==> src/verilog/timer8_pkg.sv <==
// shared constants and types of the 8-bit timer/counter
package timer8_pkg;

  // --------------------------------------------------------------------------
  // register byte offsets
  // --------------------------------------------------------------------------
  localparam logic [7:0] OFF_COUNT  = 8'h00;
  localparam logic [7:0] OFF_CTRL   = 8'h04;
  localparam logic [7:0] OFF_CH0CTL = 8'h08;
  localparam logic [7:0] OFF_CH0VAL = 8'h0C;
  localparam logic [7:0] OFF_CH1CTL = 8'h10;
  localparam logic [7:0] OFF_CH1VAL = 8'h14;
  localparam logic [7:0] OFF_FLAGS  = 8'h18;
  localparam logic [7:0] OFF_CLKCTL = 8'h1C;
  localparam logic [7:0] OFF_MASK   = 8'h20;

  // --------------------------------------------------------------------------
  // field positions
  // --------------------------------------------------------------------------
  localparam int CTRL_DIV_LSB   = 5;
  localparam int CTRL_START_BIT = 4;
  localparam int CTRL_MASK_BIT  = 3;
  localparam int CTRL_CLR_BIT   = 2;
  localparam int CTRL_MODE_LSB  = 0;
  localparam int CH_IM_BIT      = 6;
  localparam int CH_CMP_LSB     = 3;
  localparam int CH_SEL_BIT     = 2;
  localparam int CH_EDGE_LSB    = 0;
  localparam int FLAG_TC_BIT    = 0;
  localparam int FLAG_CH0_BIT   = 1;
  localparam int FLAG_CH1_BIT   = 2;
  localparam int NUM_CH         = 2;

  // --------------------------------------------------------------------------
  // reset values and counter constants
  // --------------------------------------------------------------------------
  localparam logic [7:0] CTRL_RST   = 8'h08;
  localparam logic [7:0] CHCTL_RST  = 8'h40;
  localparam logic [7:0] CHVAL_RST  = 8'h00;
  localparam logic [2:0] CLKCTL_RST = 3'h0;
  localparam logic [7:0] CNT_ZERO   = 8'h00;
  localparam logic [7:0] CNT_TOP    = 8'hFF;
  localparam logic [7:0] CNT_ONE    = 8'h01;
  localparam int         PRE_W      = 14;

  // --------------------------------------------------------------------------
  // encodings
  // --------------------------------------------------------------------------
  typedef enum logic [1:0] {
    MODE_FREE   = 2'h0,
    MODE_DOWN   = 2'h1,
    MODE_MODULO = 2'h2,
    MODE_UPDOWN = 2'h3
  } count_mode_t;

  localparam logic [2:0] CMP_SET    = 3'h0;
  localparam logic [2:0] CMP_CLEAR  = 3'h1;
  localparam logic [2:0] CMP_TOGGLE = 3'h2;
  localparam logic [1:0] EDGE_RISE  = 2'h1;
  localparam logic [1:0] EDGE_FALL  = 2'h2;
  localparam logic [1:0] EDGE_ANY   = 2'h3;

endpackage : timer8_pkg

==> src/verilog/tick_prescaler.sv <==
// active clock edge generator: tick speed then power-of-two divider
`timescale 1ns/1ps
`default_nettype none
module tick_prescaler
  import timer8_pkg::*;
(
  // clock and reset
  input  wire logic       clk,
  input  wire logic       rst_n,
  // divider selects
  input  wire logic [2:0] tickSel,
  input  wire logic [2:0] divSel,
  // one-cycle active edge
  output logic            tickEn
);

  logic [PRE_W-1:0] preCnt_ff;
  logic [3:0]       shiftAmt;
  logic [PRE_W-1:0] lowMask;

  // combined divisor is 2^(tick+div)
  assign shiftAmt = {1'b0, tickSel} + {1'b0, divSel};
  assign lowMask  = ({{(PRE_W-1){1'b0}}, 1'b1} << shiftAmt)
                    - {{(PRE_W-1){1'b0}}, 1'b1};
  assign tickEn   = (preCnt_ff & lowMask) == lowMask;

  // free-running prescale counter
  always_ff @(posedge clk or negedge rst_n)
  begin
    if (!rst_n)
      preCnt_ff <= '0;
    else
      preCnt_ff <= preCnt_ff + {{(PRE_W-1){1'b0}}, 1'b1};
  end

endmodule : tick_prescaler
`default_nettype wire

==> src/verilog/timer_channel.sv <==
// one capture/compare channel: edge detect and compare output pin
`timescale 1ns/1ps
`default_nettype none
module timer_channel
  import timer8_pkg::*;
(
  // clock and reset
  input  wire logic       clk,
  input  wire logic       rst_n,
  // timer state
  input  wire logic       running,
  input  wire logic       tickEn,
  input  wire logic [7:0] count,
  input  wire logic [7:0] compareVal,
  // channel setup
  input  wire logic       isCompare,
  input  wire logic [1:0] edgeSel,
  input  wire logic [2:0] cmpMode,
  // synchronised pin level
  input  wire logic       pinSync,
  // events and pin drive
  output logic            captureEvt,
  output logic            compareEvt,
  output logic            pinOut_ff,
  output logic            pinOe_ff
);

  logic pinPrev_ff;
  logic riseSeen;
  logic fallSeen;
  logic edgeHit;
  logic nxt_pinOut;

  // edge selection for capture
  assign riseSeen   = pinSync & ~pinPrev_ff;
  assign fallSeen   = ~pinSync & pinPrev_ff;
  assign edgeHit    = (edgeSel == EDGE_RISE && riseSeen)
                   || (edgeSel == EDGE_FALL && fallSeen)
                   || (edgeSel == EDGE_ANY && (riseSeen || fallSeen));
  assign captureEvt = running & ~isCompare & edgeHit;
  assign compareEvt = running & isCompare & tickEn
                    & (count == compareVal);

  // output action on compare
  assign nxt_pinOut = (cmpMode == CMP_SET)    ? 1'b1 :
                      (cmpMode == CMP_CLEAR)  ? 1'b0 :
                      (cmpMode == CMP_TOGGLE) ? ~pinOut_ff : pinOut_ff;

  // pin history and drive
  always_ff @(posedge clk or negedge rst_n)
  begin
    if (!rst_n)
    begin
      pinPrev_ff <= 1'b0;
      pinOut_ff  <= 1'b0;
      pinOe_ff   <= 1'b0;
    end
    else
    begin
      pinPrev_ff <= pinSync;
      pinOe_ff   <= isCompare;
      if (compareEvt)
        pinOut_ff <= nxt_pinOut;
    end
  end

endmodule : timer_channel
`default_nettype wire

==> src/verilog/timer8_top.sv <==
// 8-bit timer/counter with two capture/compare channels on APB
// ----------------------------------------------------------------------------
// Notes on behaviour
// - eight-bit counter steps one per active edge
// - active edge is tick divided by prescaler
// - count register reads present counter value
// - start bit runs counter, zero holds it
// - free mode wraps 0xFF to 0x00, flags
// - down mode loads compare, flags at zero
// - flag and mask set raise interrupt
// - modulo mode resets at compare value, flags
// - up/down runs zero to compare and back
// - clear forces zero and upward direction
// - each channel selects capture or compare
// - capture on rising, falling or either edge
// - compare sets, clears or toggles output
// - channel and terminal events request interrupts
// - three-bit divider gives powers of two
// - two-bit mode field selects counting mode
// ----------------------------------------------------------------------------
//
// Chosen here: the placing of the registers and the APB interface to the registers.
`timescale 1ns/1ps
`default_nettype none
module timer8_top
  import timer8_pkg::*;
(
  // clock and reset
  input  wire logic              clk,
  input  wire logic              arst_n,
  // apb slave
  input  wire logic              psel,
  input  wire logic              penable,
  input  wire logic              pwrite,
  input  wire logic [7:0]        paddr,
  input  wire logic [31:0]       pwdata,
  output logic                   pready,
  output logic [31:0]            prdata,
  output logic                   pslverr,
  // channel pins
  input  wire logic [NUM_CH-1:0] chPinIn,
  output logic [NUM_CH-1:0]      chPinOut,
  output logic [NUM_CH-1:0]      chPinOe,
  // interrupt
  output logic                   timerIrq
);

  // --------------------------------------------------------------------------
  // functions
  // --------------------------------------------------------------------------
  // address match on one word
  function automatic logic regHit(input logic [7:0] addr,
                                  input logic [7:0] off);
    regHit = (addr == off);
  endfunction : regHit

  // --------------------------------------------------------------------------
  // declarations
  // --------------------------------------------------------------------------
  logic              rstSync1_ff;
  logic              rstSync2_ff;
  logic              rst_n;
  logic [NUM_CH-1:0] pinMeta_ff;
  logic [NUM_CH-1:0] pinSync_ff;

  logic [2:0]        div_ff;
  logic              start_ff;
  logic              tcMask_ff;
  count_mode_t       mode_ff;
  logic [2:0]        tickSpeed_ff;
  logic [7:0]        chCtl_ff [NUM_CH];
  logic [7:0]        chVal_ff [NUM_CH];
  logic [2:0]        flags_ff;
  logic [7:0]        cnt_ff;
  logic              dirDown_ff;

  logic              pready_ff;
  logic [31:0]       prdata_ff;
  logic              pslverr_ff;
  logic              irq_ff;

  logic              setupPh;
  logic              wrDone;
  logic              mapped;
  logic              wrCtrl;
  logic              wrFlags;
  logic              wrClk;
  logic              wrMask;
  logic              clearReq;
  logic              startReq;
  logic              startRise;
  logic [7:0]        ctrlView;
  logic [2:0]        maskView;
  logic [31:0]       readMux;

  logic              tickEn;
  logic              stepNow;
  logic [7:0]        topVal;
  logic [7:0]        nxt_cnt;
  logic              nxt_dirDown;
  logic              tcHit;
  logic [NUM_CH-1:0] capEvt;
  logic [NUM_CH-1:0] cmpEvt;
  logic [NUM_CH-1:0] wrChCtl;
  logic [NUM_CH-1:0] wrChVal;
  logic [2:0]        flagSet;
  logic [2:0]        flagClr;

  // --------------------------------------------------------------------------
  // reset release and pin synchronisers
  // --------------------------------------------------------------------------
  // two-stage release of the asynchronous reset
  always_ff @(posedge clk or negedge arst_n)
  begin
    if (!arst_n)
    begin
      rstSync1_ff <= 1'b0;
      rstSync2_ff <= 1'b0;
    end
    else
    begin
      rstSync1_ff <= 1'b1;
      rstSync2_ff <= rstSync1_ff;
    end
  end
  assign rst_n = rstSync2_ff;

  // two flip-flops on each channel input
  always_ff @(posedge clk or negedge rst_n)
  begin
    if (!rst_n)
    begin
      pinMeta_ff <= '0;
      pinSync_ff <= '0;
    end
    else
    begin
      pinMeta_ff <= chPinIn;
      pinSync_ff <= pinMeta_ff;
    end
  end

  // --------------------------------------------------------------------------
  // apb decode
  // --------------------------------------------------------------------------
  // setup samples read data, access edge commits writes
  assign setupPh  = psel & ~penable;
  assign wrDone   = psel & penable & pready_ff & pwrite;
  assign mapped   = regHit(paddr, OFF_COUNT) | regHit(paddr, OFF_CTRL)
                  | regHit(paddr, OFF_CH0CTL) | regHit(paddr, OFF_CH0VAL)
                  | regHit(paddr, OFF_CH1CTL) | regHit(paddr, OFF_CH1VAL)
                  | regHit(paddr, OFF_FLAGS) | regHit(paddr, OFF_CLKCTL)
                  | regHit(paddr, OFF_MASK);
  assign wrCtrl   = wrDone & regHit(paddr, OFF_CTRL);
  assign wrFlags  = wrDone & regHit(paddr, OFF_FLAGS);
  assign wrClk    = wrDone & regHit(paddr, OFF_CLKCTL);
  assign wrMask   = wrDone & regHit(paddr, OFF_MASK);
  assign wrChCtl  = {wrDone & regHit(paddr, OFF_CH1CTL),
                     wrDone & regHit(paddr, OFF_CH0CTL)};
  assign wrChVal  = {wrDone & regHit(paddr, OFF_CH1VAL),
                     wrDone & regHit(paddr, OFF_CH0VAL)};

  // control side effects of a control write
  assign clearReq  = wrCtrl & pwdata[CTRL_CLR_BIT];
  assign startReq  = pwdata[CTRL_START_BIT];
  assign startRise = wrCtrl & startReq & ~start_ff;

  // read views; clear bit always reads zero
  assign ctrlView = {div_ff, start_ff, tcMask_ff, 1'b0, mode_ff};
  assign maskView = {chCtl_ff[1][CH_IM_BIT], chCtl_ff[0][CH_IM_BIT],
                     tcMask_ff};
  assign readMux  =
      regHit(paddr, OFF_COUNT)  ? {24'h000000, cnt_ff} :
      regHit(paddr, OFF_CTRL)   ? {24'h000000, ctrlView} :
      regHit(paddr, OFF_CH0CTL) ? {24'h000000, chCtl_ff[0]} :
      regHit(paddr, OFF_CH0VAL) ? {24'h000000, chVal_ff[0]} :
      regHit(paddr, OFF_CH1CTL) ? {24'h000000, chCtl_ff[1]} :
      regHit(paddr, OFF_CH1VAL) ? {24'h000000, chVal_ff[1]} :
      regHit(paddr, OFF_FLAGS)  ? {29'h00000000, flags_ff} :
      regHit(paddr, OFF_CLKCTL) ? {29'h00000000, tickSpeed_ff} :
      regHit(paddr, OFF_MASK)   ? {29'h00000000, maskView} :
                                  32'h00000000;

  // apb answer: no wait state, error on unmapped
  always_ff @(posedge clk or negedge rst_n)
  begin
    if (!rst_n)
    begin
      pready_ff  <= 1'b0;
      prdata_ff  <= 32'h00000000;
      pslverr_ff <= 1'b0;
    end
    else
    begin
      pready_ff  <= setupPh;
      pslverr_ff <= setupPh & ~mapped;
      if (setupPh)
        prdata_ff <= pwrite ? 32'h00000000 : readMux;
    end
  end

  // --------------------------------------------------------------------------
  // configuration registers
  // --------------------------------------------------------------------------
  // timer control and tick speed
  always_ff @(posedge clk or negedge rst_n)
  begin
    if (!rst_n)
    begin
      div_ff       <= CTRL_RST[CTRL_DIV_LSB +: 3];
      start_ff     <= CTRL_RST[CTRL_START_BIT];
      tcMask_ff    <= CTRL_RST[CTRL_MASK_BIT];
      mode_ff      <= count_mode_t'(CTRL_RST[CTRL_MODE_LSB +: 2]);
      tickSpeed_ff <= CLKCTL_RST;
    end
    else
    begin
      if (wrCtrl)
      begin
        div_ff    <= pwdata[CTRL_DIV_LSB +: 3];
        start_ff  <= startReq;
        tcMask_ff <= pwdata[CTRL_MASK_BIT];
        mode_ff   <= count_mode_t'(pwdata[CTRL_MODE_LSB +: 2]);
      end
      else if (wrMask)
        tcMask_ff <= pwdata[FLAG_TC_BIT];
      if (wrClk)
        tickSpeed_ff <= pwdata[2:0];
    end
  end

  // per-channel control and value registers
  generate
    for (genvar gi = 0; gi < NUM_CH; gi++)
    begin : g_chreg
      always_ff @(posedge clk or negedge rst_n)
      begin
        if (!rst_n)
        begin
          chCtl_ff[gi] <= CHCTL_RST;
          chVal_ff[gi] <= CHVAL_RST;
        end
        else
        begin
          if (wrChCtl[gi])
            chCtl_ff[gi] <= {1'b0, pwdata[6:0]};
          else if (wrMask)
            chCtl_ff[gi][CH_IM_BIT] <= pwdata[FLAG_CH0_BIT + gi];
          if (capEvt[gi])
            chVal_ff[gi] <= cnt_ff;
          else if (wrChVal[gi])
            chVal_ff[gi] <= pwdata[7:0];
        end
      end
    end
  endgenerate

  // --------------------------------------------------------------------------
  // prescaler and channels
  // --------------------------------------------------------------------------
  tick_prescaler u_pre (
    .clk     (clk),
    .rst_n   (rst_n),
    .tickSel (tickSpeed_ff),
    .divSel  (div_ff),
    .tickEn  (tickEn)
  );

  generate
    for (genvar gc = 0; gc < NUM_CH; gc++)
    begin : g_ch
      timer_channel u_ch (
        .clk        (clk),
        .rst_n      (rst_n),
        .running    (start_ff),
        .tickEn     (tickEn),
        .count      (cnt_ff),
        .compareVal (chVal_ff[gc]),
        .isCompare  (chCtl_ff[gc][CH_SEL_BIT]),
        .edgeSel    (chCtl_ff[gc][CH_EDGE_LSB +: 2]),
        .cmpMode    (chCtl_ff[gc][CH_CMP_LSB +: 3]),
        .pinSync    (pinSync_ff[gc]),
        .captureEvt (capEvt[gc]),
        .compareEvt (cmpEvt[gc]),
        .pinOut_ff  (chPinOut[gc]),
        .pinOe_ff   (chPinOe[gc])
      );
    end
  endgenerate

  // --------------------------------------------------------------------------
  // main counter
  // --------------------------------------------------------------------------
  // channel 0 value bounds the non-free modes
  assign topVal  = chVal_ff[0];
  assign stepNow = start_ff & tickEn;

  // next count, direction and terminal event per mode
  always_comb
  begin
    nxt_cnt     = cnt_ff;
    nxt_dirDown = dirDown_ff;
    tcHit       = 1'b0;
    unique case (mode_ff)
      MODE_FREE:
      begin
        nxt_cnt = cnt_ff + CNT_ONE;
        tcHit   = (cnt_ff == CNT_TOP);
      end
      MODE_DOWN:
      begin
        if (cnt_ff != CNT_ZERO)
          nxt_cnt = cnt_ff - CNT_ONE;
        tcHit = (cnt_ff == CNT_ONE);
      end
      MODE_MODULO:
      begin
        if (cnt_ff >= topVal)
        begin
          nxt_cnt = CNT_ZERO;
          tcHit   = 1'b1;
        end
        else
          nxt_cnt = cnt_ff + CNT_ONE;
      end
      MODE_UPDOWN:
      begin
        if (!dirDown_ff)
        begin
          if (cnt_ff >= topVal)
          begin
            nxt_dirDown = 1'b1;
            nxt_cnt     = (cnt_ff == CNT_ZERO) ? CNT_ZERO
                                               : cnt_ff - CNT_ONE;
          end
          else
            nxt_cnt = cnt_ff + CNT_ONE;
        end
        else if (cnt_ff <= CNT_ONE)
        begin
          nxt_cnt     = CNT_ZERO;
          nxt_dirDown = 1'b0;
          tcHit       = 1'b1;
        end
        else
          nxt_cnt = cnt_ff - CNT_ONE;
      end
    endcase
  end

  // count register: clear beats load beats step
  always_ff @(posedge clk or negedge rst_n)
  begin
    if (!rst_n)
    begin
      cnt_ff     <= CNT_ZERO;
      dirDown_ff <= 1'b0;
    end
    else if (clearReq)
    begin
      cnt_ff     <= CNT_ZERO;
      dirDown_ff <= 1'b0;
    end
    else if (startRise && pwdata[CTRL_MODE_LSB +: 2] == MODE_DOWN)
      cnt_ff <= topVal;
    else if (stepNow)
    begin
      cnt_ff     <= nxt_cnt;
      dirDown_ff <= nxt_dirDown;
    end
  end

  // --------------------------------------------------------------------------
  // flags and interrupt
  // --------------------------------------------------------------------------
  // sticky flags, write one clears, new event wins
  assign flagSet = {capEvt[1] | cmpEvt[1], capEvt[0] | cmpEvt[0],
                    stepNow & tcHit & ~clearReq};
  assign flagClr = wrFlags ? pwdata[2:0] : 3'h0;

  always_ff @(posedge clk or negedge rst_n)
  begin
    if (!rst_n)
    begin
      flags_ff <= 3'h0;
      irq_ff   <= 1'b0;
    end
    else
    begin
      flags_ff <= (flags_ff & ~flagClr) | flagSet;
      irq_ff   <= |(flags_ff & maskView);
    end
  end

  // --------------------------------------------------------------------------
  // outputs
  // --------------------------------------------------------------------------
  assign pready   = pready_ff;
  assign prdata   = prdata_ff;
  assign pslverr  = pslverr_ff;
  assign timerIrq = irq_ff;

endmodule : timer8_top
`default_nettype wire

==> config.mk <==
export PLATFORM = sky130hd
export DESIGN_NAME = timer8_top
export DESIGN_NICKNAME = d
export VERILOG_FILES = /design/src/verilog/timer8_pkg.sv /design/src/verilog/tick_prescaler.sv /design/src/verilog/timer_channel.sv /design/src/verilog/timer8_top.sv
export SDC_FILE = /design/constraint.sdc
export NUM_CORES = 1
export LEC_CHECK = 0
export ABC_AREA = 0
export BUFFER_PORTS_ARGS = -buffer_cell sky130_fd_sc_hd__buf_2
export CAP_MARGIN = 0
export CORE_MARGIN = 4
export CORE_UTILIZATION = 45
export DETAILED_ROUTE_END_ITERATION = 10
export GPL_TIMING_DRIVEN = 0
export MAX_ROUTING_LAYER = met4
export PLACE_DENSITY = 0.63
export SYNTH_ARGS = -nofsm -noshare
export SYNTH_HDL_FRONTEND = slang
export SYNTH_HIERARCHICAL = 1
export SYNTH_SLANG_ARGS = --single-unit
==> constraint.sdc <==
create_clock -name clk -period 7.75 [get_ports clk]
set_clock_uncertainty 0.15 [all_clocks]
set_input_delay 0.3875 -clock clk [delete_from_list [all_inputs] [get_ports clk]]
set_output_delay 0.3875 -clock clk [all_outputs]
set_load 0.02 [all_outputs]
# After elaboration in Yosys (flattened, before gate mapping)
# Index checks and enable logic that the tools add are counted.
[totals]
regBits = 113
in_bits = 47
output_inout_bits = 39
elab_cells = 207
[op_classes]
n_addsub = 5
magnitude_cmp = 2
n_eq_ne = 29
n_shift = 1
n_mux = 47
bitwise = 60
n_reduce_logical = 34
[op_table]
columns = ["cell", "n"]
rows = [
  ["8-bit two-way mux", 20],
  ["1-bit bitwise AND", 33],
  ["8-bit by 5-bit equality test with 1-bit output, second input constant", 4],
  ["8-bit case mux with 4 select lines", 1],
  ["1-bit two-way mux", 21],
  ["8-bit by 4-bit equality test with 1-bit output, second input constant", 2],
  ["8-bit equality test", 2],
  ["8-bit zero test", 2],
  ["14-bit by 1-bit adder with 14-bit output, second input constant", 1],
  ["14-bit bitwise AND", 1],
  ["14-bit equality test", 1],
  ["2-bit nonzero test", 7],
  ["1-bit by 4-bit left shift with 14-bit output, first input constant", 1],
  ["14-bit by 1-bit subtractor with 14-bit output, second input constant", 1],
  ["2-bit equality test, second input constant", 6],
  ["3-bit two-way mux", 4],
  ["1-bit NOT", 12],
  ["1-bit OR", 10],
  ["3-bit nonzero test", 3],
  ["8-bit by 1-bit adder with 8-bit output, second input constant", 1],
  ["2-bit by 1-bit equality test with 1-bit output, second input constant", 4],
  ["8-bit by 1-bit equality test with 1-bit output, second input constant", 1],
  ["8-bit by 3-bit equality test with 1-bit output, second input constant", 1],
  ["8-bit by 6-bit equality test with 1-bit output, second input constant", 1],
  ["other kinds (21)", 38],
]

# Depth between registers and ports, before layout
# Gate-level depths: netlist of run 1.
[logic_depth]
ltp_word = 11
mapped_depth = 21

# Cells and area by module
# The synthesis of run 1 kept the hierarchy.
[by_module_without_submodules]
columns = ["module", "n_inst", "cells_each", "area_per_inst_um2", "seq_area_each_um2"]
rows = [
  ["timer8_top", 1, 480, 4468.0, 1730.4],
  ["tick_prescaler", 1, 123, 1107.3, 350.3],
  ["timer_channel", 2, 32, 285.3, 75.1],
]

# Worst setup path before layout of run 1
# Ideal clock, no wire load.
[synth_timing]
kind = "reg-to-reg"
start = "register tickSpeed_ff[0]"
end = "register cnt_ff[6]"
t_arrival_ps = 4494
required_time_ps = 7534
path_slack_ps = 3040
path_stages_with_launch = 22
synth_period_minus_slack_ps = 4710
cell_sequence = "dfrtp_1 -> ha_1 -> inv_1 -> fa_1 -> buf_2 -> clkbuf_1 -> nor2b_1 -> nand2_1 -> ha_1 -> clkbuf_1 -> clkbuf_1 -> nand3b_1 -> mux2i_1 -> nor4_1 -> nand4_1 -> nor4_2 -> nand2_1 -> a31oi_2 -> inv_1 -> a221o_1 -> a21oi_1 -> o31a_1"
[synth_between]
elab_chain_cells = 8
[synth_lines]
columns = ["element", "line_no", "source"]
rows = [
  ["start: declaration", "timer8_top.sv:70", "logic [2:0] tickSpeed_ff;"],
  ["start signal: assignment", "timer8_top.sv:228", "tickSpeed_ff <= pwdata[2:0];"],
  ["3-bit by 3-bit adder with 4-bit output (*)", "tick_prescaler.sv:22", "assign shiftAmt = {1'b0, tickSel} + {1'b0, divSel};"],
  ["1-bit by 4-bit left shift with 14-bit output (*)", "tick_prescaler.sv:23", "assign lowMask = ({{(PRE_W-1){1'b0}}, 1'b1} << shiftAmt)"],
  ["14-bit by 1-bit subtractor with 14-bit output (*)", "tick_prescaler.sv:24", "- {{(PRE_W-1){1'b0}}, 1'b1};"],
  ["14-bit bitwise AND", "tick_prescaler.sv:25", "assign tickEn = (preCnt_ff & lowMask) == lowMask;"],
  ["14-bit equality test (*)", "tick_prescaler.sv:25", ""],
  ["via tickEn", "timer8_top.sv:96", "logic tickEn;"],
  ["1-bit bitwise AND (*)", "timer8_top.sv:296", "assign stepNow = start_ff & tickEn;"],
  ["3-bit nonzero test (no source line) (*)", "--", ""],
  ["2-bit AND reduction (no source line) (*)", "--", ""],
  ["end signal: assignment", "timer8_top.sv:365", "cnt_ff <= topVal;"],
  ["end signal: assignment", "timer8_top.sv:368", "cnt_ff <= nxt_cnt;"],
  ["end: declaration", "timer8_top.sv:74", "logic [7:0] cnt_ff;"],
]
# The timed path passes the listed nets; every way through them passes the cells marked *.
# A chain may end at the register's enable or synchronous reset.

# Final worst setup path of run 1
[layout_timing]
start = "register div_ff[0]"
end = "register cnt_ff[4]"
[layout_between]
elab_chain_cells = 8
[layout_lines]
columns = ["element", "line_no", "source"]
rows = [
  ["start: declaration", "timer8_top.sv:66", "logic [2:0] div_ff;"],
  ["start signal: assignment", "timer8_top.sv:210", "div_ff <= CTRL_RST[CTRL_DIV_LSB +: 3];"],
  ["start signal: assignment", "timer8_top.sv:220", "div_ff <= pwdata[CTRL_DIV_LSB +: 3];"],
  ["3-bit by 3-bit adder with 4-bit output (*)", "tick_prescaler.sv:22", ""],
  ["1-bit by 4-bit left shift with 14-bit output (*)", "tick_prescaler.sv:23", ""],
  ["14-bit by 1-bit subtractor with 14-bit output (*)", "tick_prescaler.sv:24", ""],
  ["14-bit bitwise AND", "tick_prescaler.sv:25", ""],
  ["14-bit equality test (*)", "tick_prescaler.sv:25", ""],
  ["via tickEn", "timer8_top.sv:96", ""],
  ["1-bit bitwise AND (*)", "timer8_top.sv:296", ""],
  ["3-bit nonzero test (no source line) (*)", "--", ""],
  ["2-bit AND reduction (no source line) (*)", "--", ""],
]
# Marks and branches as above.

==> results_tabular.tex, run 1 <==
\begin{tabular}{lr}
\hline
Metric & Value \\
\hline
\multicolumn{2}{l}{\textbf{Synthesis}} \\
Top\_reg\_cell synth & dfrtp\_1 \\
Cells after synthesis & 667 \\
Count of distinct cell types in the synthesized netlist & 81 \\
Flip-flop and latch count after synthesis & 89 \\
Total standard cell area after synthesis & 6150 um2 \\
Ys async rst share & 1.00 \\
Count of warnings emitted by yosys & 6 \\
EDFF count, synth & 0 \\
Average size of a mapped cell & 9.21 um2 \\
Portion of the post-synthesis area used by sequential elements & 0.363 \\
\multicolumn{2}{l}{\textbf{Clocking}} \\
CTS tree & yes \\
Maximum number of buffers from clock root to sink & 2 \\
TritonCTS sink count & 89 \\
TritonCTS Buffers & 9 \\
Clock slew seen by the registers of the worst setup and hold paths & 0.08 ns \\
Clock latency at the later pin of the worst-skew pair & 0.36 ns \\
Buffers inserted by post-CTS timing repair & 0 \\
Number of H-tree levels & 3 \\
Root buf cell & clkbuf\_16 \\
\multicolumn{2}{l}{\textbf{Critical path}} \\
Required time reported for the critical path endpoint & 7.85 ns \\
Maximum fanout encountered on the critical timing path & 10 \\
Nature of the critical path startpoint & flop \\
Type of the worst setup path & reg -> reg \\
Worst Setup End Kind & flop \\
Signal arrival time at the worst endpoint & 6.37 ns \\
Worst Reg-to-Reg Cells & 21 \\
\multicolumn{2}{l}{\textbf{Status}} \\
Outcome & complete, no violations \\
\multicolumn{2}{l}{\textbf{Timing}} \\
Final-report hold violation count & 0 \\
Unrepaired setup endpoints after global routing & false \\
Final setup violation count & 0 \\
Final worst-path setup slack & 1.48 ns \\
Sum of negative setup slack & 0 ns \\
Highest Clock Rate & 160 MHz \\
Final Max Tran Viols & 0 \\
Worst slew margin relative to its limit & 0.364 \\
Worst-margin pin slew & 0.947 ns \\
Clock period minus final worst setup slack & 6.27 ns \\
Part of the cycle the worst path needs & 0.809 \\
\multicolumn{2}{l}{\textbf{Global routing}} \\
Wire length of the first global-routing pass & 28,700 um \\
Global route overflow & 0 \\
Number of global-route vias before repair & 5,244 \\
Number of antenna violations at the first check in global routing & 0 \\
GR Util All Layers & 0.236 \\
Largest net degree at the start of global routing & 64 \\
\multicolumn{2}{l}{\textbf{Min path}} \\
Path category of the worst min-delay check & reg -> async \\
\multicolumn{2}{l}{\textbf{Drt}} \\
Iteration count of the initial detailed-routing pass & 5 \\
Number of nets with antenna violations after detailed routing & 0 \\
Vias per inst & 5.94 \\
Wirelength, routed & 18,000 um \\
Initial detailed-routing violation count & 619 \\
Average wire length per cell after detail routing & 19.5 um \\
Detailed-route DRC error count & 0 \\
DR vias & 5,463 \\
\multicolumn{2}{l}{\textbf{Die}} \\
Initial cell density of the core & 0.462 \\
Area of the core region & 13,300 um2 \\
Row count & 42 \\
Full die area & 15,600 um2 \\
Die width & 125 um \\
Die Span Y & 125 um \\
Top-Level Pins & 86 \\
\multicolumn{2}{l}{\textbf{Placed design}} \\
Post-Place Worst Slack & 1.68 ns \\
Final estimated routing congestion in global placement & 0.968 \\
IO buf count & 34 \\
Post-DP Area & 6650 um2 \\
Detailed-placement wirelength estimate & 13,300 um \\
\multicolumn{2}{l}{\textbf{Finish}} \\
Design Area, Final & 6990 um2 \\
Antenna diode instance count & 0 \\
Layout cell share with drive strength beyond 1 & 0.185 \\
Utilization after layout & 0.526 \\
Final layout net count & 808 \\
Area growth syn-to-layout & 13.7\% \\
\multicolumn{2}{l}{\textbf{Power}} \\
Worst supply voltage drop on vdd & 165 uV \\
Reported leakage power & 3.05 nW \\
Power density relative to cell area & 152 nW/um2 \\
Total Power Consumption & 1.07 mW \\
\multicolumn{2}{l}{\textbf{Flow run}} \\
Number of maximum-capacitance constraint violations & 0 \\
\hline
\end{tabular}
-- what timing repair did --
action,in CTS,in global routing
gates resized for setup,0,0
hold buffers,3,0
endpoints found under the hold margin,4,0
-- cell families (layout without fill, tap and decap cells) --
family,count (synthesis),after routing,synth area share
AND/OR/NAND/NOR,205,205,0.181
AO/OA/AOI/OAI,160,160,0.180
buffers and inverters,95,149,0.0776
flip-flops,89,89,0.363
multiplexers,54,54,0.0930
XOR/XNOR,40,40,0.0582
adder cells (fa/ha/maj),22,22,0.0460
other,2,25,0.00122
-- registers in the layout (all words and copies together) (netlist names), 2 cells and up --
signal and count:
tickSpeed_ff 3, mode_ff 2, u_pre/preCnt_ff 14, g_ch.u_ch/pinPrev_ff 2
flags_ff 3, prdata 8, pinSync_ff 2, chCtl_ff 14
cnt_ff 8, pinMeta_ff 2, div_ff 3, g_ch.u_ch/pinOut_ff 2
topVal 8, chVal_ff 8, g_ch.u_ch/pinOe_ff 2
-- cell type report --
| class | instances | area, um2 |
|---|---|---|
| Fill cell | 1248 | 6300 |
| Multi-Input combinational cell | 506 | 3520 |
| Sequential cell | 89 | 2230 |
| Buffer | 63 | 357 |
| Timing Repair Buffer | 38 | 228 |
| Clock buffer | 9 | 225 |
| Tap cell | 176 | 220 |
| Inverter | 32 | 120 |
| Clock inverter | 7 | 81.3 |
-- synth_stat cells, types with 5 or more instances --
| cell type | count | area [um2] |
|---|---|---|
| o22ai_1 | 6 | 37.5 |
| nand4_1 | 12 | 75.1 |
| a21o_1 | 6 | 45.0 |
| a211oi_1 | 5 | 37.5 |
| ha_1 | 21 | 263 |
| a21oi_1 | 38 | 190 |
| nand3b_1 | 5 | 37.5 |
| nor2_1 | 41 | 154 |
| xor2_1 | 7 | 61.3 |
| o221ai_1 | 6 | 52.6 |
| nand2_1 | 53 | 199 |
| nor4_1 | 7 | 43.8 |
| nor3b_1 | 5 | 37.5 |
| nand3_1 | 16 | 80.1 |
| or2_2 | 6 | 37.5 |
| xnor2_1 | 32 | 280 |
| buf_4 | 24 | 180 |
| dfrtp_1 | 86 | 2150 |
| mux2i_1 | 29 | 290 |
| nand2b_1 | 9 | 56.3 |
| clkbuf_1 | 30 | 113 |
| inv_1 | 32 | 120 |
| mux2_2 | 25 | 282 |
| nor3_1 | 17 | 85.1 |
| o21ai_0 | 43 | 215 |
-- worst max-delay path: stages (launching register included) --
cell	delay, ns
dfrtp_1	0.41
ha_1	0.23
inv_1	0.08
fa_1	0.54
buf_2	0.20
clkbuf_1	0.37
nor2b_1	0.26
nand2_1	0.09
ha_1	0.19
clkbuf_1	0.19
clkbuf_1	0.26
nand3b_1	0.14
mux2i_1	0.08
nor4_1	0.33
nand4_1	0.16
nor4_2	0.50
nand2_1	0.38
a31oi_2	0.56
inv_1	0.32
a221oi_1	0.43
a211oi_1	0.09
a31o_1	0.20
-- worst paths after layout --
check                                            from                            endpoint  slack [ns]
min in group clk                               pwrite               prdata[2]$_DFFE_PN0P_        0.11
worst max register to register  div_ff[0]$_DFFE_PN0P_               cnt_ff[4]$_DFFE_PN0P_        1.48
worst min register to register  rstSync2_ff$_DFF_PN0_  g_ch[0].u_ch/pinOut_ff$_DFFE_PN0P_        0.09
max in group asynchronous       rstSync2_ff$_DFF_PN0_             chCtl_ff[6]$_DFFE_PN1P_        6.67
worst min-delay path            rstSync2_ff$_DFF_PN0_  g_ch[0].u_ch/pinOut_ff$_DFFE_PN0P_        0.09
worst max-delay path            div_ff[0]$_DFFE_PN0P_               cnt_ff[4]$_DFFE_PN0P_        1.48
-- layer usage --
metal	vias to the layer above	track usage	share of wire
met3	26	0.0545	0.085
li1	2521	-	-
met2	260	0.351	0.45
met5	-	-	0
met1	2656	0.328	0.45
met4	0	0.0606	0.017
-- placed cells by master (no fill, tap or decap), drive strengths merged, types with 4 or more instances in the layout --
cell type | netlist | routed
a211o | 4 | 4
a211oi | 7 | 7
a21o | 6 | 6
a21oi | 39 | 39
a221oi | 4 | 4
and3 | 4 | 4
buf | 33 | 68
clkbuf | 30 | 39
conb | 2 | 25
dfrtp | 86 | 86
ha | 21 | 21
inv | 32 | 36
mux2 | 25 | 25
mux2i | 29 | 29
nand2 | 53 | 53
nand2b | 9 | 9
nand3 | 16 | 16
nand3b | 5 | 5
nand4 | 12 | 12
nor2 | 42 | 42
nor2b | 4 | 4
nor3 | 18 | 18
nor3b | 5 | 5
nor4 | 10 | 10
nor4b | 5 | 5
o21ai | 44 | 44
o221ai | 6 | 6
o22ai | 6 | 6
o41ai | 4 | 4
or2 | 6 | 6
or4 | 4 | 4
xnor2 | 32 | 32
xor2 | 8 | 8
-- through the flow --
step | hold slack [ns] | cells
finish | 0.0892 | 920
global route | 0.131 | 920
CTS | 0.0997 | 920
detailed placement | 0.0258 | 901
global placement | 0.0225 | 900
floorplan | -0.0581 | 690
-- power breakdown --
group          internal [mW]  switching [mW]  total, mW
combinational         0.0482          0.0832      0.131
clock                  0.230           0.220      0.450
sequential             0.471          0.0122      0.483
total                  0.750           0.315       1.07
(Power assumes the default switching activity.)
==> run 2, diff against run 1 <==
==> constraint.sdc (replaced) <==
create_clock -name clk -period 5.9 [get_ports clk]
set_clock_uncertainty 0.15 [all_clocks]
set_input_delay 0.295 -clock clk [delete_from_list [all_inputs] [get_ports clk]]
set_output_delay 0.295 -clock clk [all_outputs]
set_load 0.02 [all_outputs]
==> run 2 against run 1 <==
  * Routed wire length up 0.47%
  * Flip-flop and latch count unchanged
  * Die area unchanged
  * Utilization up 0.27 points
  * Critical path depth unchanged
  * Sequential power up 31%
  * Combinational power up 34%
  * Final cell count up 0.22%
  * Critical path type unchanged
  * Maximum frequency up 14%
  * First-iteration DRC count down 3.2%
  * Highest routed layer unchanged
==> results_tabular.tex, run 2 (synthesized netlist as in run 1, its figures left out) <==
\begin{tabular}{lr}
\hline
Metric & Value \\
\hline
\multicolumn{2}{l}{\textbf{Status}} \\
Outcome & complete, no violations \\
\multicolumn{2}{l}{\textbf{Die}} \\
Full die area & 15,600 um2 (unchanged) \\
Initial cell density of the core & 0.462 (unchanged) \\
Row count & 42 (unchanged) \\
Die width & 125 um (unchanged) \\
Die Span Y & 125 um (unchanged) \\
Top-Level Pins & 86 (unchanged) \\
Area of the core region & 13,300 um2 (unchanged) \\
\multicolumn{2}{l}{\textbf{Finish}} \\
Layout cell share with drive strength beyond 1 & 0.190 (+0.00486) \\
Antenna diode instance count & 0 (unchanged) \\
Final layout net count & 810 (+0.25\%) \\
Top flop regs & chCtl\_ff: 14 flops, u\_pre/preCnt\_ff: 14 flops \\
Number of non-filler instances in the completed layout & 922 (+0.22\%) \\
Leading cell type in the layout, fill and taps excluded & dfrtp\_1 \\
Commonest cells after routing, fill and taps aside & 85 x dfrtp\_1, 52 x nand2\_1, 43 x o21ai\_0 \\
Area growth syn-to-layout & 14.3\% \\
\multicolumn{2}{l}{\textbf{Clocking}} \\
Root buf cell & clkbuf\_16 \\
Maximum number of buffers from clock root to sink & 2 (unchanged) \\
TritonCTS sink count & 89 (unchanged) \\
TritonCTS Buffers & 9 (unchanged) \\
Number of H-tree levels & 3 (unchanged) \\
Clock latency at the later pin of the worst-skew pair & 0.36 ns (about the same) \\
CTS tree & yes \\
Clock slew seen by the registers of the worst setup and hold paths & 0.07 ns (about the same) \\
\multicolumn{2}{l}{\textbf{Drt}} \\
Average wire length per cell after detail routing & 19.6 um (+0.26\%) \\
Iteration count of the initial detailed-routing pass & 5 (unchanged) \\
Wirelength, routed & 18,100 um (+0.47\%) \\
Vias per inst & 5.91 (-0.45\%) \\
Initial detailed-routing violation count & 599 (-3.2\%) \\
DR vias & 5,450 (-0.24\%) \\
Detailed-route DRC error count & 0 (unchanged) \\
Number of nets with antenna violations after detailed routing & 0 (unchanged) \\
\multicolumn{2}{l}{\textbf{Global routing}} \\
Wire length of the first global-routing pass & 28,700 um (+0.12\%) \\
Number of global-route vias before repair & 5,250 (+0.11\%) \\
GR Util All Layers & 0.236 (+0.000279) \\
Largest net degree at the start of global routing & 64 (unchanged) \\
Global route overflow & 0 (unchanged) \\
Number of antenna violations at the first check in global routing & 0 (unchanged) \\
\multicolumn{2}{l}{\textbf{Placed design}} \\
IO buf count & 34 (unchanged) \\
Final estimated routing congestion in global placement & 0.968 (unchanged) \\
Cell count after placement & 901 (unchanged) \\
Detailed-placement wirelength estimate & 13,300 um (unchanged) \\
\multicolumn{2}{l}{\textbf{Critical path}} \\
Worst Setup End Kind & flop \\
Nature of the critical path startpoint & flop \\
Signal arrival time at the worst endpoint & 5.61 ns (-0.76 ns) \\
Slowest-stage cell, CP & fa\_1 \\
Worst path cell trace & ha\_1 > inv\_1 > fa\_1 > buf\_2 > clkbuf\_2 > nor2b\_1 > nand2\_1 > ha\_1 > clkbuf\_1 > clkbuf\_1 > nand3b\_1 > mux2i\_1 > nor4\_1 > nand4\_1 > nor4\_4 > nand2\_2 > a31oi\_4 > inv\_1 > a221oi\_1 > a211oi\_1 > a31o\_1 \\
Required time reported for the critical path endpoint & 6.00 ns (-1.85 ns) \\
Delay contributed by the slowest stage of the critical path & 0.54 ns (-0.02 ns) \\
Total buffers and inverters traversed by the critical path & 6 (unchanged) \\
Maximum fanout encountered on the critical timing path & 10 (unchanged) \\
Type of the worst setup path & reg -> reg \\
Kind of cell adding the most delay to the critical path & simple AND/OR/NAND/NOR gates \\
\multicolumn{2}{l}{\textbf{Timing}} \\
Worst-margin pin slew & 0.961 ns (+0.0140 ns) \\
Final setup violation count & 0 (unchanged) \\
Clock period minus final worst setup slack & 5.51 ns (-0.760 ns) \\
Final Max Tran Viols & 0 (unchanged) \\
Part of the cycle the worst path needs & 0.933 (+0.125) \\
Unrepaired setup endpoints after global routing & false \\
Final-report hold violation count & 0 (unchanged) \\
Highest Clock Rate & 182 MHz (+14\%) \\
Worst slew margin relative to its limit & 0.354 (-0.00942) \\
\multicolumn{2}{l}{\textbf{Power}} \\
Total Power Consumption & 1.40 mW (+32\%) \\
Reported leakage power & 3.07 nW (+0.64\%) \\
Worst supply voltage drop on vdd & 217 uV (+31\%) \\
Power density relative to cell area & 199 nW/um2 (+31\%) \\
\multicolumn{2}{l}{\textbf{Min path}} \\
Path category of the worst min-delay check & in -> reg \\
\multicolumn{2}{l}{\textbf{Flow run}} \\
Number of maximum-capacitance constraint violations & 0 (unchanged) \\
\hline
\end{tabular}
## run 2: cell types whose count changed in the layout (fill, tap and decap cells not counted), sizes merged
cell	previous run	this run
buf	68	70
## run 2: what timing repair did
action | CTS | global route
gates resized for setup | 2 | 3
buffers inserted | 0 | 2
hold endpoints to repair | 4 | 0
endpoints found under the setup margin | 6 | 6
hold buffers | 3 | 0
## run 2: layout make-up
type | count | area, um2
clock inverters | 7 | 81.3
plain buffers | 63 | 358
inverters | 32 | 120
fillers | 1251 | 6270
multi-input cells | 506 | 3540
repair buffers | 40 | 243
clock buffers | 9 | 225
flip-flops and latches | 89 | 2230
well taps | 176 | 220
## run 2: worst register-to-register path: stages, from the launching register on
cell,delay (ns)
dfrtp_1,0.41
ha_1,0.23
inv_1,0.08
fa_1,0.54
buf_2,0.20
clkbuf_2,0.26
nor2b_1,0.23
nand2_1,0.09
ha_1,0.19
clkbuf_1,0.19
clkbuf_1,0.27
nand3b_1,0.14
mux2i_1,0.08
nor4_1,0.33
nand4_1,0.20
nor4_4,0.42
nand2_2,0.25
a31oi_4,0.24
inv_1,0.20
a221oi_1,0.41
a211oi_1,0.09
a31o_1,0.20
## run 2: report_power, final
group	switching, mW	internal (mW)
logic	0.110	0.0644
clock network	0.290	0.303
registers	0.0159	0.619
total	0.416	0.986
## run 2: final timing paths
check	from	end	slack (ns)	cells after the start
setup / recovery	div_ff[0]$_DFFE_PN0P_	cnt_ff[4]$_DFFE_PN0P_	0.39	21
hold / removal	pwrite	prdata[2]$_DFFE_PN0P_	0.02	2
setup reg to reg	div_ff[0]$_DFFE_PN0P_	cnt_ff[4]$_DFFE_PN0P_	0.39	21
hold reg to reg	rstSync2_ff$_DFF_PN0_	g_ch[0].u_ch/pinOut_ff$_DFFE_PN0P_	0.09	0
max in group asynchronous	rstSync2_ff$_DFF_PN0_	chCtl_ff[6]$_DFFE_PN1P_	4.83	1
min in group asynchronous	rstSync2_ff$_DFF_PN0_	g_ch[0].u_ch/pinOut_ff$_DFFE_PN0P_	0.09	0
## run 2: through the flow
step | setup TNS [ns] | instance area, um2 | hold WS [ns] | setup WS [ns] | utilization
after global routing | 0 | 7030 | 0.0430 | 0.149 | 0.529
after global placement | -0.205 | 6620 | -0.0700 | -0.107 | 0.498
after detailed placement | -0.330 | 6650 | -0.0667 | -0.174 | 0.500
final | 0 | 7030 | 0.0160 | 0.393 | 0.529
after floorplan | 0 | 6230 | -0.151 | 1.19 | -
after CTS | 0 | 7000 | 0.00716 | 0.0575 | 0.527
## run 2: per-layer routing
metal / GRT usage / wire length, um / share of wire / up-vias
met5: - / 0 / 0 / -
met4: 0.0612 / 331 / 0.018 / 0
met2: 0.352 / 8090 / 0.45 / 269
met3: 0.0540 / 1480 / 0.082 / 28
met1: 0.327 / 8150 / 0.45 / 2630
li1: - / - / - / 2523
